`config.mk`:
```
export PLATFORM = sky130hd
export DESIGN_NAME = rxff_filter
export DESIGN_NICKNAME = d
export VERILOG_FILES = /design/src/rxff_pkg.sv /design/src/rxff_hash.sv /design/src/rxff_filter.sv
export SDC_FILE = /design/constraint.sdc
export NUM_CORES = 2
export LEC_CHECK = 0
export BUFFER_PORTS_ARGS = -buffer_cell sky130_fd_sc_hd__buf_2
export CAP_MARGIN = 20
export CORE_ASPECT_RATIO = 0.9
export CORE_MARGIN = 4
export CORE_UTILIZATION = 40
export DETAILED_ROUTE_END_ITERATION = 12
export SYNTH_ARGS = -nofsm -noshare
export SYNTH_HDL_FRONTEND = slang
export SYNTH_SLANG_ARGS = --single-unit
```
`constraint.sdc`:
```
create_clock -name clock -period 3.2 [get_ports clock]
set_input_delay 0.32 -clock clock [delete_from_list [all_inputs] [get_ports clock]]
set_output_delay 0.32 -clock clock [all_outputs]
set_load 0.1 [all_outputs]
```
`src/rxff_pkg.sv`:
```
// Overview of operation
// - four address filters, each holding a programmable 48-bit MAC address
// - each filter selects comparison against source or destination address
// - per-byte mask bits exclude address bytes from the filter comparison
// - frames passing the filtering go to DMA memory, failing frames are dropped
// - four frame_type_match values, individually enabled, compared with the type field
// - optional destination address hash acceptance, enabled by configuration
// - while receiving, show which header field is on the external interface
// - pulse a strobe per parsed field; external logic latches the value then
package rxff_pkg;

    // register offsets (byte addresses, one word each)
    localparam logic [7:0] REG_CTRL      = 8'h00;
    localparam logic [7:0] REG_HASH_LO   = 8'h04;
    localparam logic [7:0] REG_HASH_HI   = 8'h08;
    localparam logic [7:0] REG_STAT      = 8'h0C;
    localparam logic [7:0] REG_ACC_CNT   = 8'h10;
    localparam logic [7:0] REG_DROP_CNT  = 8'h14;
    localparam logic [7:0] REG_ADDR_BASE = 8'h20;
    localparam logic [7:0] REG_TYPE_BASE = 8'h40;

    // control register fields
    localparam int CTRL_FILT_EN = 0;
    localparam int CTRL_HASH_EN = 1;
    localparam int CTRL_EXT_EN  = 2;
    localparam int CTRL_EXT_PRI = 3;
    localparam logic [3:0] CTRL_RST = 4'h0;

    // address-high and type register fields
    localparam int ADDRHI_MASK_LSB = 16;
    localparam int ADDRHI_EN       = 30;
    localparam int ADDRHI_SEL_SA   = 31;
    localparam int TYPE_EN         = 31;

    // header byte positions
    localparam logic [3:0] POS_DA_END   = 4'h5;
    localparam logic [3:0] POS_SA_END   = 4'hB;
    localparam logic [3:0] POS_TYPE_END = 4'hD;
    localparam logic [3:0] HDR_LEN      = 4'hE;
    localparam logic [3:0] CNT_MAX      = 4'hF;

    localparam int NUM_FILT = 4;
    localparam int NUM_TYPE = 4;

    typedef enum logic [2:0] {FLD_IDLE, FLD_DA, FLD_SA, FLD_TYPE, FLD_PAYLOAD} rxff_field_e;

    // one received byte with its framing
    typedef struct packed {
        logic       valid;
        logic       sof;
        logic       eof;
        logic [7:0] data;
    } rxff_byte_s;

    // per-frame decision toward DMA
    typedef struct packed {
        logic       valid;
        logic       accept;
        logic [1:0] queue;
    } rxff_verdict_s;

endpackage

```
`src/rxff_hash.sv`:
```
`timescale 1ns/1ns
// folds a 48-bit destination address into a 6-bit hash table index
module rxff_hash
    import rxff_pkg::*;
(
    // address in, index out
    input  wire logic [47:0] addr,
    output wire logic [5:0]  index
);

    genvar k;
    // each index bit is the xor of every sixth address bit
    generate
        for (k = 0; k < 6; k++) begin : g_fold
            assign index[k] = addr[k] ^ addr[k+6] ^ addr[k+12] ^ addr[k+18]
                            ^ addr[k+24] ^ addr[k+30] ^ addr[k+36] ^ addr[k+42];
        end
    endgenerate

endmodule

```
`src/rxff_filter.sv`:
```
`timescale 1ns/1ns
module rxff_filter
    import rxff_pkg::*;
(
    // clock and reset
    input  wire logic          clock,
    input  wire logic          sys_rst,
    // register port
    input  wire logic [7:0]    reg_addr,
    input  wire logic [31:0]   reg_wdata,
    input  wire logic          reg_wr,
    input  wire logic          reg_rd,
    output logic [31:0]        reg_rdata,
    // receive byte stream from the gigabit_mac
    input  wire rxff_byte_s    rx_in,
    // stream and decision toward DMA
    output rxff_byte_s         dma_out,
    output rxff_verdict_s      dma_verdict,
    // external fabric filter interface
    output rxff_field_e        ext_field,
    output logic [47:0]        ext_value,
    output logic               ext_strobe,
    input  wire logic          ext_accept,
    input  wire logic [1:0]    ext_queue
);

    // configuration and state registers
    logic [3:0]        ctrl_r;
    logic [63:0]       hash_tbl_r;
    logic [47:0]       filt_addr_r [NUM_FILT];
    logic [5:0]        filt_mask_r [NUM_FILT];
    logic              filt_en_r   [NUM_FILT];
    logic              filt_sa_r   [NUM_FILT];
    logic [15:0]       type_val_r  [NUM_TYPE];
    logic              type_en_r   [NUM_TYPE];
    logic [12:0]       stat_r;
    logic [31:0]       acc_cnt_r;
    logic [31:0]       drop_cnt_r;
    logic [3:0]        cnt_r;
    logic [47:0]       sh_r;
    logic [47:0]       da_r;
    logic [47:0]       sa_r;
    logic [15:0]       type_r;
    logic [31:0]       rdata_nxt;

    // parser wires
    logic [3:0]        cnt_cur;
    logic [3:0]        cnt_nxt;
    logic [47:0]       sh_nxt;
    rxff_field_e       fld_cur;
    logic              fld_done;
    logic [47:0]       fld_value;
    logic              frame_end;
    logic              hdr_ok;

    // decision wires
    logic [NUM_FILT-1:0] addr_hit;
    logic [NUM_TYPE-1:0] type_hit;
    logic [5:0]          hash_idx;
    logic                hash_hit;
    logic                int_pass;
    logic                ext_veto;
    logic                verdict_acc;
    logic [1:0]          verdict_q;

    // byte counter and field parsing
    assign cnt_cur   = rx_in.sof ? 4'h0 : cnt_r;
    assign cnt_nxt   = rx_in.eof ? 4'h0 : ((cnt_cur == CNT_MAX) ? CNT_MAX : cnt_cur + 4'h1);
    assign sh_nxt    = {sh_r[39:0], rx_in.data};
    assign fld_cur   = (cnt_cur <= POS_DA_END) ? FLD_DA :
                       (cnt_cur <= POS_SA_END) ? FLD_SA :
                       (cnt_cur <= POS_TYPE_END) ? FLD_TYPE : FLD_PAYLOAD;
    assign fld_done  = rx_in.valid && !rx_in.eof && (cnt_cur == POS_DA_END
                       || cnt_cur == POS_SA_END || cnt_cur == POS_TYPE_END);
    assign fld_value = (cnt_cur == POS_TYPE_END) ? {32'h0000_0000, sh_nxt[15:0]} : sh_nxt;
    assign frame_end = rx_in.valid && rx_in.eof;
    assign hdr_ok    = cnt_cur >= HDR_LEN;

    // address filters and type matchers
    genvar i, b;
    generate
        for (i = 0; i < NUM_FILT; i++) begin : g_filt
            logic [47:0] cmp_addr;
            logic [5:0]  byte_ok;
            assign cmp_addr = filt_sa_r[i] ? sa_r : da_r;
            for (b = 0; b < 6; b++) begin : g_byte
                // masked bytes always agree
                assign byte_ok[b] = filt_mask_r[i][b]
                                    || cmp_addr[47-8*b -: 8] == filt_addr_r[i][47-8*b -: 8];
            end
            assign addr_hit[i] = filt_en_r[i] && &byte_ok;
            assign type_hit[i] = type_en_r[i] && type_val_r[i] == type_r;
        end
    endgenerate

    // hash of the destination address
    rxff_hash u_hash (
        .addr  (da_r),
        .index (hash_idx)
    );
    assign hash_hit = ctrl_r[CTRL_HASH_EN] && hash_tbl_r[hash_idx];

    // final frame decision, external answer sampled at frame end
    assign int_pass    = !ctrl_r[CTRL_FILT_EN] || |addr_hit || |type_hit || hash_hit;
    assign ext_veto    = ctrl_r[CTRL_EXT_EN] && !ctrl_r[CTRL_EXT_PRI] && !ext_accept;
    assign verdict_acc = hdr_ok && int_pass && !ext_veto;
    assign verdict_q   = (ctrl_r[CTRL_EXT_EN] && ctrl_r[CTRL_EXT_PRI]) ? ext_queue : 2'h0;

    // header capture
    always_ff @(posedge clock) begin
        if (sys_rst) begin
            cnt_r  <= 4'h0;
            sh_r   <= 48'h0000_0000_0000;
            da_r   <= 48'h0000_0000_0000;
            sa_r   <= 48'h0000_0000_0000;
            type_r <= 16'h0000;
        end else if (rx_in.valid) begin
            cnt_r <= cnt_nxt;
            sh_r  <= sh_nxt;
            if (cnt_cur == POS_DA_END) da_r <= sh_nxt;
            if (cnt_cur == POS_SA_END) sa_r <= sh_nxt;
            if (cnt_cur == POS_TYPE_END) type_r <= sh_nxt[15:0];
        end
    end

    // external field indication and strobe
    always_ff @(posedge clock) begin
        if (sys_rst) begin
            ext_field  <= FLD_IDLE;
            ext_value  <= 48'h0000_0000_0000;
            ext_strobe <= 1'b0;
        end else begin
            ext_strobe <= fld_done;
            if (fld_done) ext_value <= fld_value;
            if (rx_in.valid) ext_field <= rx_in.eof ? FLD_IDLE : fld_cur;
        end
    end

    // stream and verdict toward DMA
    always_ff @(posedge clock) begin
        if (sys_rst) begin
            dma_out     <= '0;
            dma_verdict <= '0;
        end else begin
            dma_out            <= rx_in;
            dma_verdict.valid  <= frame_end;
            if (frame_end) begin
                dma_verdict.accept <= verdict_acc;
                dma_verdict.queue  <= verdict_q;
            end
        end
    end

    // frame statistics
    always_ff @(posedge clock) begin
        if (sys_rst) begin
            stat_r     <= 13'h0000;
            acc_cnt_r  <= 32'h0000_0000;
            drop_cnt_r <= 32'h0000_0000;
        end else if (frame_end) begin
            stat_r <= {verdict_acc, verdict_q, ext_accept, hash_hit, type_hit, addr_hit};
            if (verdict_acc) acc_cnt_r <= acc_cnt_r + 32'h0000_0001;
            else drop_cnt_r <= drop_cnt_r + 32'h0000_0001;
        end
    end

    // register write decode
    logic wr_ctrl;
    logic wr_hlo;
    logic wr_hhi;
    assign wr_ctrl = reg_wr && reg_addr == REG_CTRL;
    assign wr_hlo  = reg_wr && reg_addr == REG_HASH_LO;
    assign wr_hhi  = reg_wr && reg_addr == REG_HASH_HI;

    // global configuration
    always_ff @(posedge clock) begin
        if (sys_rst) begin
            ctrl_r     <= CTRL_RST;
            hash_tbl_r <= 64'h0000_0000_0000_0000;
        end else begin
            if (wr_ctrl) ctrl_r <= reg_wdata[3:0];
            if (wr_hlo) hash_tbl_r[31:0] <= reg_wdata;
            if (wr_hhi) hash_tbl_r[63:32] <= reg_wdata;
        end
    end

    // per-filter and per-type configuration
    generate
        for (i = 0; i < NUM_FILT; i++) begin : g_cfg
            logic wr_lo;
            logic wr_hi;
            logic wr_ty;
            assign wr_lo = reg_wr && reg_addr == REG_ADDR_BASE + 8'(8 * i);
            assign wr_hi = reg_wr && reg_addr == REG_ADDR_BASE + 8'(8 * i + 4);
            assign wr_ty = reg_wr && reg_addr == REG_TYPE_BASE + 8'(4 * i);
            always_ff @(posedge clock) begin
                if (sys_rst) begin
                    filt_addr_r[i] <= 48'h0000_0000_0000;
                    filt_mask_r[i] <= 6'h00;
                    filt_en_r[i]   <= 1'b0;
                    filt_sa_r[i]   <= 1'b0;
                    type_val_r[i]  <= 16'h0000;
                    type_en_r[i]   <= 1'b0;
                end else begin
                    if (wr_lo) filt_addr_r[i][31:0] <= reg_wdata;
                    if (wr_hi) begin
                        filt_addr_r[i][47:32] <= reg_wdata[15:0];
                        filt_mask_r[i]        <= reg_wdata[ADDRHI_MASK_LSB +: 6];
                        filt_en_r[i]          <= reg_wdata[ADDRHI_EN];
                        filt_sa_r[i]          <= reg_wdata[ADDRHI_SEL_SA];
                    end
                    if (wr_ty) begin
                        type_val_r[i] <= reg_wdata[15:0];
                        type_en_r[i]  <= reg_wdata[TYPE_EN];
                    end
                end
            end
        end
    endgenerate

    // read mux, unmapped addresses read zero
    always_comb begin
        rdata_nxt = 32'h0000_0000;
        case (reg_addr)
            REG_CTRL:     rdata_nxt = {28'h000_0000, ctrl_r};
            REG_HASH_LO:  rdata_nxt = hash_tbl_r[31:0];
            REG_HASH_HI:  rdata_nxt = hash_tbl_r[63:32];
            REG_STAT:     rdata_nxt = {19'h0_0000, stat_r};
            REG_ACC_CNT:  rdata_nxt = acc_cnt_r;
            REG_DROP_CNT: rdata_nxt = drop_cnt_r;
            default: begin
                for (int n = 0; n < NUM_FILT; n++) begin
                    if (reg_addr == REG_ADDR_BASE + 8'(8 * n))
                        rdata_nxt = filt_addr_r[n][31:0];
                    if (reg_addr == REG_ADDR_BASE + 8'(8 * n + 4))
                        rdata_nxt = {filt_sa_r[n], filt_en_r[n], 8'h00, filt_mask_r[n], filt_addr_r[n][47:32]};
                    if (reg_addr == REG_TYPE_BASE + 8'(4 * n))
                        rdata_nxt = {type_en_r[n], 15'h0000, type_val_r[n]};
                end
            end
        endcase
    end

    // read data one cycle after the strobe
    always_ff @(posedge clock) begin
        if (sys_rst) reg_rdata <= 32'h0000_0000;
        else if (reg_rd) reg_rdata <= rdata_nxt;
        else reg_rdata <= 32'h0000_0000;
    end
endmodule

```
Word level (Yosys, flattened, before mapping)
Memories as Yosys holds them, arrays and structs flattened.
Index checks and enable logic that the tools add are counted.
Word-level totals
  bits in registers: 400
  memory bits (writable): 292
  input bits: 58
  logic and storage cells: 330
  memories kept: 6
Operators by class
  reduce and logical (&&, ||, !) cells: 79
  bitwise operators: 72
  $lt $le $gt $ge: 5
  muxes and demuxes: 94
  $add $sub $neg: 3
  equality and inequality tests: 49
Memory list
  filt_addr_r: words 4, width 48, rd ports 4, clocked after Yosys merged registers in 0, wr ports 4, line rxff_filter.sv:30  | logic [47:0] filt_addr_r [NUM_FILT];
  type_val_r: words 4, width 16, rd ports 4, clocked after Yosys merged registers in 0, wr ports 4, line rxff_filter.sv:34  | logic [15:0] type_val_r [NUM_TYPE];
  filt_mask_r: words 4, width 6, rd ports 4, clocked after Yosys merged registers in 0, wr ports 4, line rxff_filter.sv:31  | logic [5:0] filt_mask_r [NUM_FILT];
  filt_en_r: words 4, width 1, rd ports 4, clocked after Yosys merged registers in 0, wr ports 4, line rxff_filter.sv:32  | logic filt_en_r [NUM_FILT];
  filt_sa_r: words 4, width 1, rd ports 4, clocked after Yosys merged registers in 0, wr ports 4, line rxff_filter.sv:33  | logic filt_sa_r [NUM_FILT];
  type_en_r: words 4, width 1, rd ports 4, clocked after Yosys merged registers in 0, wr ports 4, line rxff_filter.sv:35  | logic type_en_r [NUM_TYPE];
Operators by type and width (number)
  32-bit two-way mux: 16
  48-bit two-way mux: 5
  8-bit equality test: 24
  32-bit one-hot mux with 6 select lines: 1
  16-bit two-way mux: 8
  32-bit by 1-bit adder with 32-bit output (second input constant): 2
  16-bit equality test: 4
  8-bit by 6-bit equality test with 1-bit output (second input constant): 8
  1-bit two-way mux: 51
  1-bit XOR: 42
  8-bit by 7-bit equality test with 1-bit output (second input constant): 4
  1-bit logical AND: 32
  1-bit logical OR: 29
  1-bit OR: 28
  6-bit two-way mux: 4
  6-bit AND reduction: 4
  8-bit by 4-bit equality test with 1-bit output (second input constant): 2
  8-bit by 5-bit equality test with 1-bit output (second input constant): 2
  4-bit equality test (second input constant): 3
  3-bit two-way mux: 4
  4-bit two-way mux: 3
  2-bit AND reduction: 5
  8-bit by 3-bit equality test with 1-bit output (second input constant): 1
  4-bit <= comparator (second input constant): 2
  other kinds (12): 18

Depth between registers and ports, before layout
  depth after elaboration: 15
  depth in mapped cells: 15

Cells and area by module
From an unflattened synthesis, not the netlist that was laid out.
Unflattened totals
  cell total of the unflattened synthesis: 3381
  area, all modules: 33801.2 µm²
By module, submodules not included
  rxff_filter: cells each 3339, area an instance 33433.3 µm², seq. area each 16716.0 µm², times used 1
  rxff_hash: cells each 42, area an instance 367.9 µm², seq. area each 0.0 µm², times used 1

Least setup slack after synthesis
OpenSTA, ideal clock, no wires.
  path kind: reg-to-reg
  from: register da_r[42]
  to: register drop_cnt_r[17]
  arrival: 3326 ps
  path buffers: 2
  library setup time: 121 ps
  data required time: 3079 ps
  path slack: -247 ps
  stages on the path, launching flop included: 13
  period minus slack after synthesis: 3447 ps
  cell sequence: dfxtp_1 -> xor2_1 -> xnor2_1 -> xnor2_2 -> mux4_1 -> mux2_2 -> a21oi_2 -> a21boi_1 -> a31o_1 -> buf_6 -> buf_6 -> a2111oi_2 -> mux2_2
Between the ends
  cells in the longest elaborated chain, start to end: 13
  elaborated cells on any way between the ends: 32
Ends and longest elaborated chain
  start, declared: line rxff_filter.sv:41  | logic [47:0] da_r;
  start signal, assigned: line rxff_filter.sv:120  | if (cnt_cur == POS_DA_END) da_r <= sh_nxt;
  48-bit two-way mux: line rxff_filter.sv:85  | assign cmp_addr = filt_sa_r[i] ? sa_r : da_r;
  8-bit equality test: line rxff_filter.sv:89  | || cmp_addr[47-8*b -: 8] == filt_addr_r[i][47-8*b -: 8];
  1-bit logical OR: line rxff_filter.sv:89
  6-bit AND reduction: line rxff_filter.sv:91  | assign addr_hit[i] = filt_en_r[i] && &byte_ok;
  1-bit logical AND: line rxff_filter.sv:91
  4-bit OR reduction: line rxff_filter.sv:104  | assign int_pass = !ctrl_r[CTRL_FILT_EN] || |addr_hit || |type_hit || hash_hit;
  1-bit logical OR (2 in series): line rxff_filter.sv:104
  1-bit logical OR (*): line rxff_filter.sv:104
  1-bit logical AND (*) (2 in series): line rxff_filter.sv:106  | assign verdict_acc = hdr_ok && int_pass && !ext_veto;
  1-bit NOT (no source line) (*)
  2-bit AND reduction (no source line) (*)
  end signal, assigned: line rxff_filter.sv:163  | else drop_cnt_r <= drop_cnt_r + 32'h0000_0001;
  end, declared: line rxff_filter.sv:38  | logic [31:0] drop_cnt_r;
Mark *: on every way between the ends. The rest lies on a longest branch, timed or not. The select of a mux whose other input is x is not followed.
A chain may end at the register's enable or synchronous reset.

==> impl_metrics.ini <==
[synth]
synth_top_flop_cell = dfxtp_1
synth_top_cell_area_share_pct = 25.5
yosysMostFrequentCell = nand2_1
synthXorXnorAreaFrac_pct = 7.68
yosys.area_share.simple_pct = 17.2
synth_cell_types = 70
synth_area_um2 = 34400
yosysTopAreaCell = edfxtp_1
synthAdderAreaFrac_pct = 0.218
ys_async_sr_fraction_pct = 0
ys_ff_latch = 689
ys_top_cells_by_count = 424 x nand2_1, 397 x dfxtp_1, 300 x and2_1, 294 x xnor2_1, 292 x edfxtp_1
synth_top_family_by_area = simple AND/OR/NAND/NOR gates
avgSynthCellArea_um2 = 10.0
synth_compound_area_share_pct = 12.9
synth-edff-count = 292
synth_area_leaders = edfxtp_1 25%, dfxtp_1 23%, mux2i_1 7.7%
syn_inst = 3432
muxShareOfSynthArea_pct = 10.2
yosysSeqAreaShare_pct = 48.6
yosysWarnings = 0
synth_fp_nets = 3496

[floorplan]
die_h_um = 286
die_x_um = 317
initial_core_util_pct = 40.6
core_area_um2 = 84800
io_pins = 157
dieArea_um2 = 90800
num_rows = 101

[cts]
tritoncts = yes
cts_htree_levels = 3
clock_sinks = 689
insertion_delay_ns = 0.65
cts.clk_slew.worst_paths_ns = 0.06
cts_buffers = 76
clockRootBuffer = clkbuf_16
clockBufferDepth = 3

[detailed_routing]
antenna_left = 0
dr.pass1.iters = 7
drtIter0Drc = 3869
via_per_inst = 5.87
wl_per_cell_um = 27.6
vias = 30300
drc = 0
finalWirelength_um = 142000

[timing]
period_share_pct = 116
finClkSkew_ns = 0.0376
max_slew_margin_pct = 40.8
setup_viol = 65
finalWorstSetupSlack_ns = -0.514
worst_slew_pin_slew_ns = 0.888
max_freq_mhz = 269
fin_crit_ns = 3.71
grt_setup_unrepaired = true
timing.hold.ws_ns = 0.0538
slew_viol_final = 0
finalHoldViolCount = 0

[power_and_ir_drop]
p_comb_share_pct = 6.7
switchingPower_w = 0.00498
power.internal_w = 0.0153
p_clk_share_pct = 45.7
switching_share_pct = 24.5
pwr-share-seq_pct = 47.6
p_leak_nw = 16.3
irDropWorstVdd_mv = 0.387
p_per_area_nw_per_um2 = 456

[worst_setup_path]
critPathArrivalTime_ns = 4.24
startpoint_type = register
rrSetupSlack_ns = -0.51
critPathMaxFanout = 8
crit_path_end_kind = register
required_ns = 3.73
criticalPathCategory = register to register

[placed_design]
gp_congestion = 1.03
placed_area_um2 = 40100
port_buffers = 156
dpl.hpwl_um = 104000

[final_layout]
nNetsFinal = 4027
drive_above_1_share_pct = 26.2
design_area_um2 = 44600
fillers = 7548
areaGrowthSynthToFinish_pct = 29.6
final_util_pct = 52.6

[outcome]
violations = setup timing
status = complete, but fails checks

[global_route]
groute.layer.met2.usage_pct = 46.8
grt_max_degree = 146
grt_usage_pct = 30.6
top_usage_layer = met2
antenna_found_initial = 7
grt_use_met3_pct = 6.27
grt_pass1_wl_um = 203000
grt_pass1_vias = 28400
grt_overflow_total = 0
met1_usage_pct = 42.1

[hold_path]
hp-class = primary input to register

[flow_run]
cap_violations = 0
## power groups by stage
stage,clock network (W),logic (W),registers [W]
3_5_place_dp,0,0.00121,0.00985
6_report,0.00928,0.00136,0.00968
5_1_grt,0.00971,0.00140,0.00967
2_1_floorplan,0,0.000558,0.00976
4_1_cts,0.00936,0.00131,0.00966
3_3_place_gp,0,0.00120,0.00985
## state kept, by name, indices dropped and copies added, names as in the netlist, 11 cells and up
| signal | flops |
|---|---|
| sa_r | 48 |
| filt_mask_r | 24 |
| filt_addr_r | 192 |
| hash_tbl_r | 64 |
| ext_value | 48 |
| drop_cnt_r | 32 |
| type_r | 16 |
| acc_cnt_r | 32 |
| sh_r | 40 |
| reg_rdata | 32 |
| type_val_r | 64 |
| stat_r | 11 |
| dma_out | 11 |
| da_r | 48 |
## logic make-up (layout without fill, tap and decap cells)
group,count (synthesis),in the layout
xor gates and xnor gates,300,300
buffers and inverters,278,870
adders and majority gates,6,6
other,0,4
DFF,689,689
and+or+nand+nor,1196,1196
AOI/OAI and AO/OA,633,634
muxes,330,330
## cell type report
class / count / area (um2) / share of cell area, %
Inverter: 16 / 60.1 / 0.135
Clock inverter: 38 / 440 / 0.988
Clock buffer: 102 / 2170 / 4.88
Multi-Input combinational cell: 2466 / 18000 / 40.5
Tap cell: 1133 / 1420 / 3.18
Sequential cell: 689 / 16700 / 37.5
Antenna cell: 4 / 10.0 / 0.0225
Timing Repair Buffer: 714 / 5700 / 12.8
## routing by layer
metal	wire length (um)	up-vias
met2	62900	1686
met4	7280	2
met5	13	-
met1	57900	14900
met3	14300	355
li1	-	13400
## cell usage in the layout, fill, tap and decap left out, types with 59 or more instances in the layout
master / instances
buf_2: 155
xnor2_1: 275
a22oi_1: 84
and2_1: 300
clkbuf_16: 79
a22o_1: 68
edfxtp_1: 292
a21oi_1: 237
nand3_1: 59
nor2_1: 162
mux2i_1: 230
nor2b_1: 65
buf_4: 482
dfxtp_1: 388
nand2_1: 423
## worst max-delay path, cell delays in order (launching register included)
cell	delay, ns
edfxtp_1	0.40
buf_6	0.16
buf_4	0.14
buf_12	0.14
mux2i_4	0.20
xnor2_2	0.15
nor4_1	0.07
a21oi_1	0.30
nor4b_4	0.07
buf_4	0.17
a211oi_2	0.18
nand4_1	0.20
buf_4	0.20
a31o_4	0.22
buf_12	0.14
buf_12	0.15
a2111oi_4	0.36
mux2_4	0.32
## path summary, 6_finish.rpt
kind                     start        endpoint  cells after the start
hold / removal        rx_in[1]         sa_r[1]                      3
hold reg to reg      stat_r[5]       stat_r[5]                      2
setup reg to reg  filt_sa_r[2]  drop_cnt_r[16]                     17
setup / recovery  filt_sa_r[2]  drop_cnt_r[16]                     17
## stage by stage
stage                     instances  total power (W)  setup TNS, ns  setup slack (ns)
after global routing           5159           0.0208         -28.09            -0.578
after floorplan                3432           0.0103         -0.485           -0.0303
after detailed placement       4965           0.0111         -43.05            -0.856
after global placement         4964           0.0111         -40.37            -0.787
after CTS                      5148           0.0203         -17.52            -0.365
final                          5162           0.0203         -24.08            -0.514
## timing repair
item / 4_1_cts / 5_1_grt
gates cloned: 7 / 1
pin swaps: 50 / 13
hold buffers: 20 / 0
buffers inserted: 22 / 9
hold endpoints to repair: 36 / 0
setup endpoints to repair: 65 / 65
gates resized for setup: 167 / 38
No activity file was read; power rests on OpenSTA's default activity.
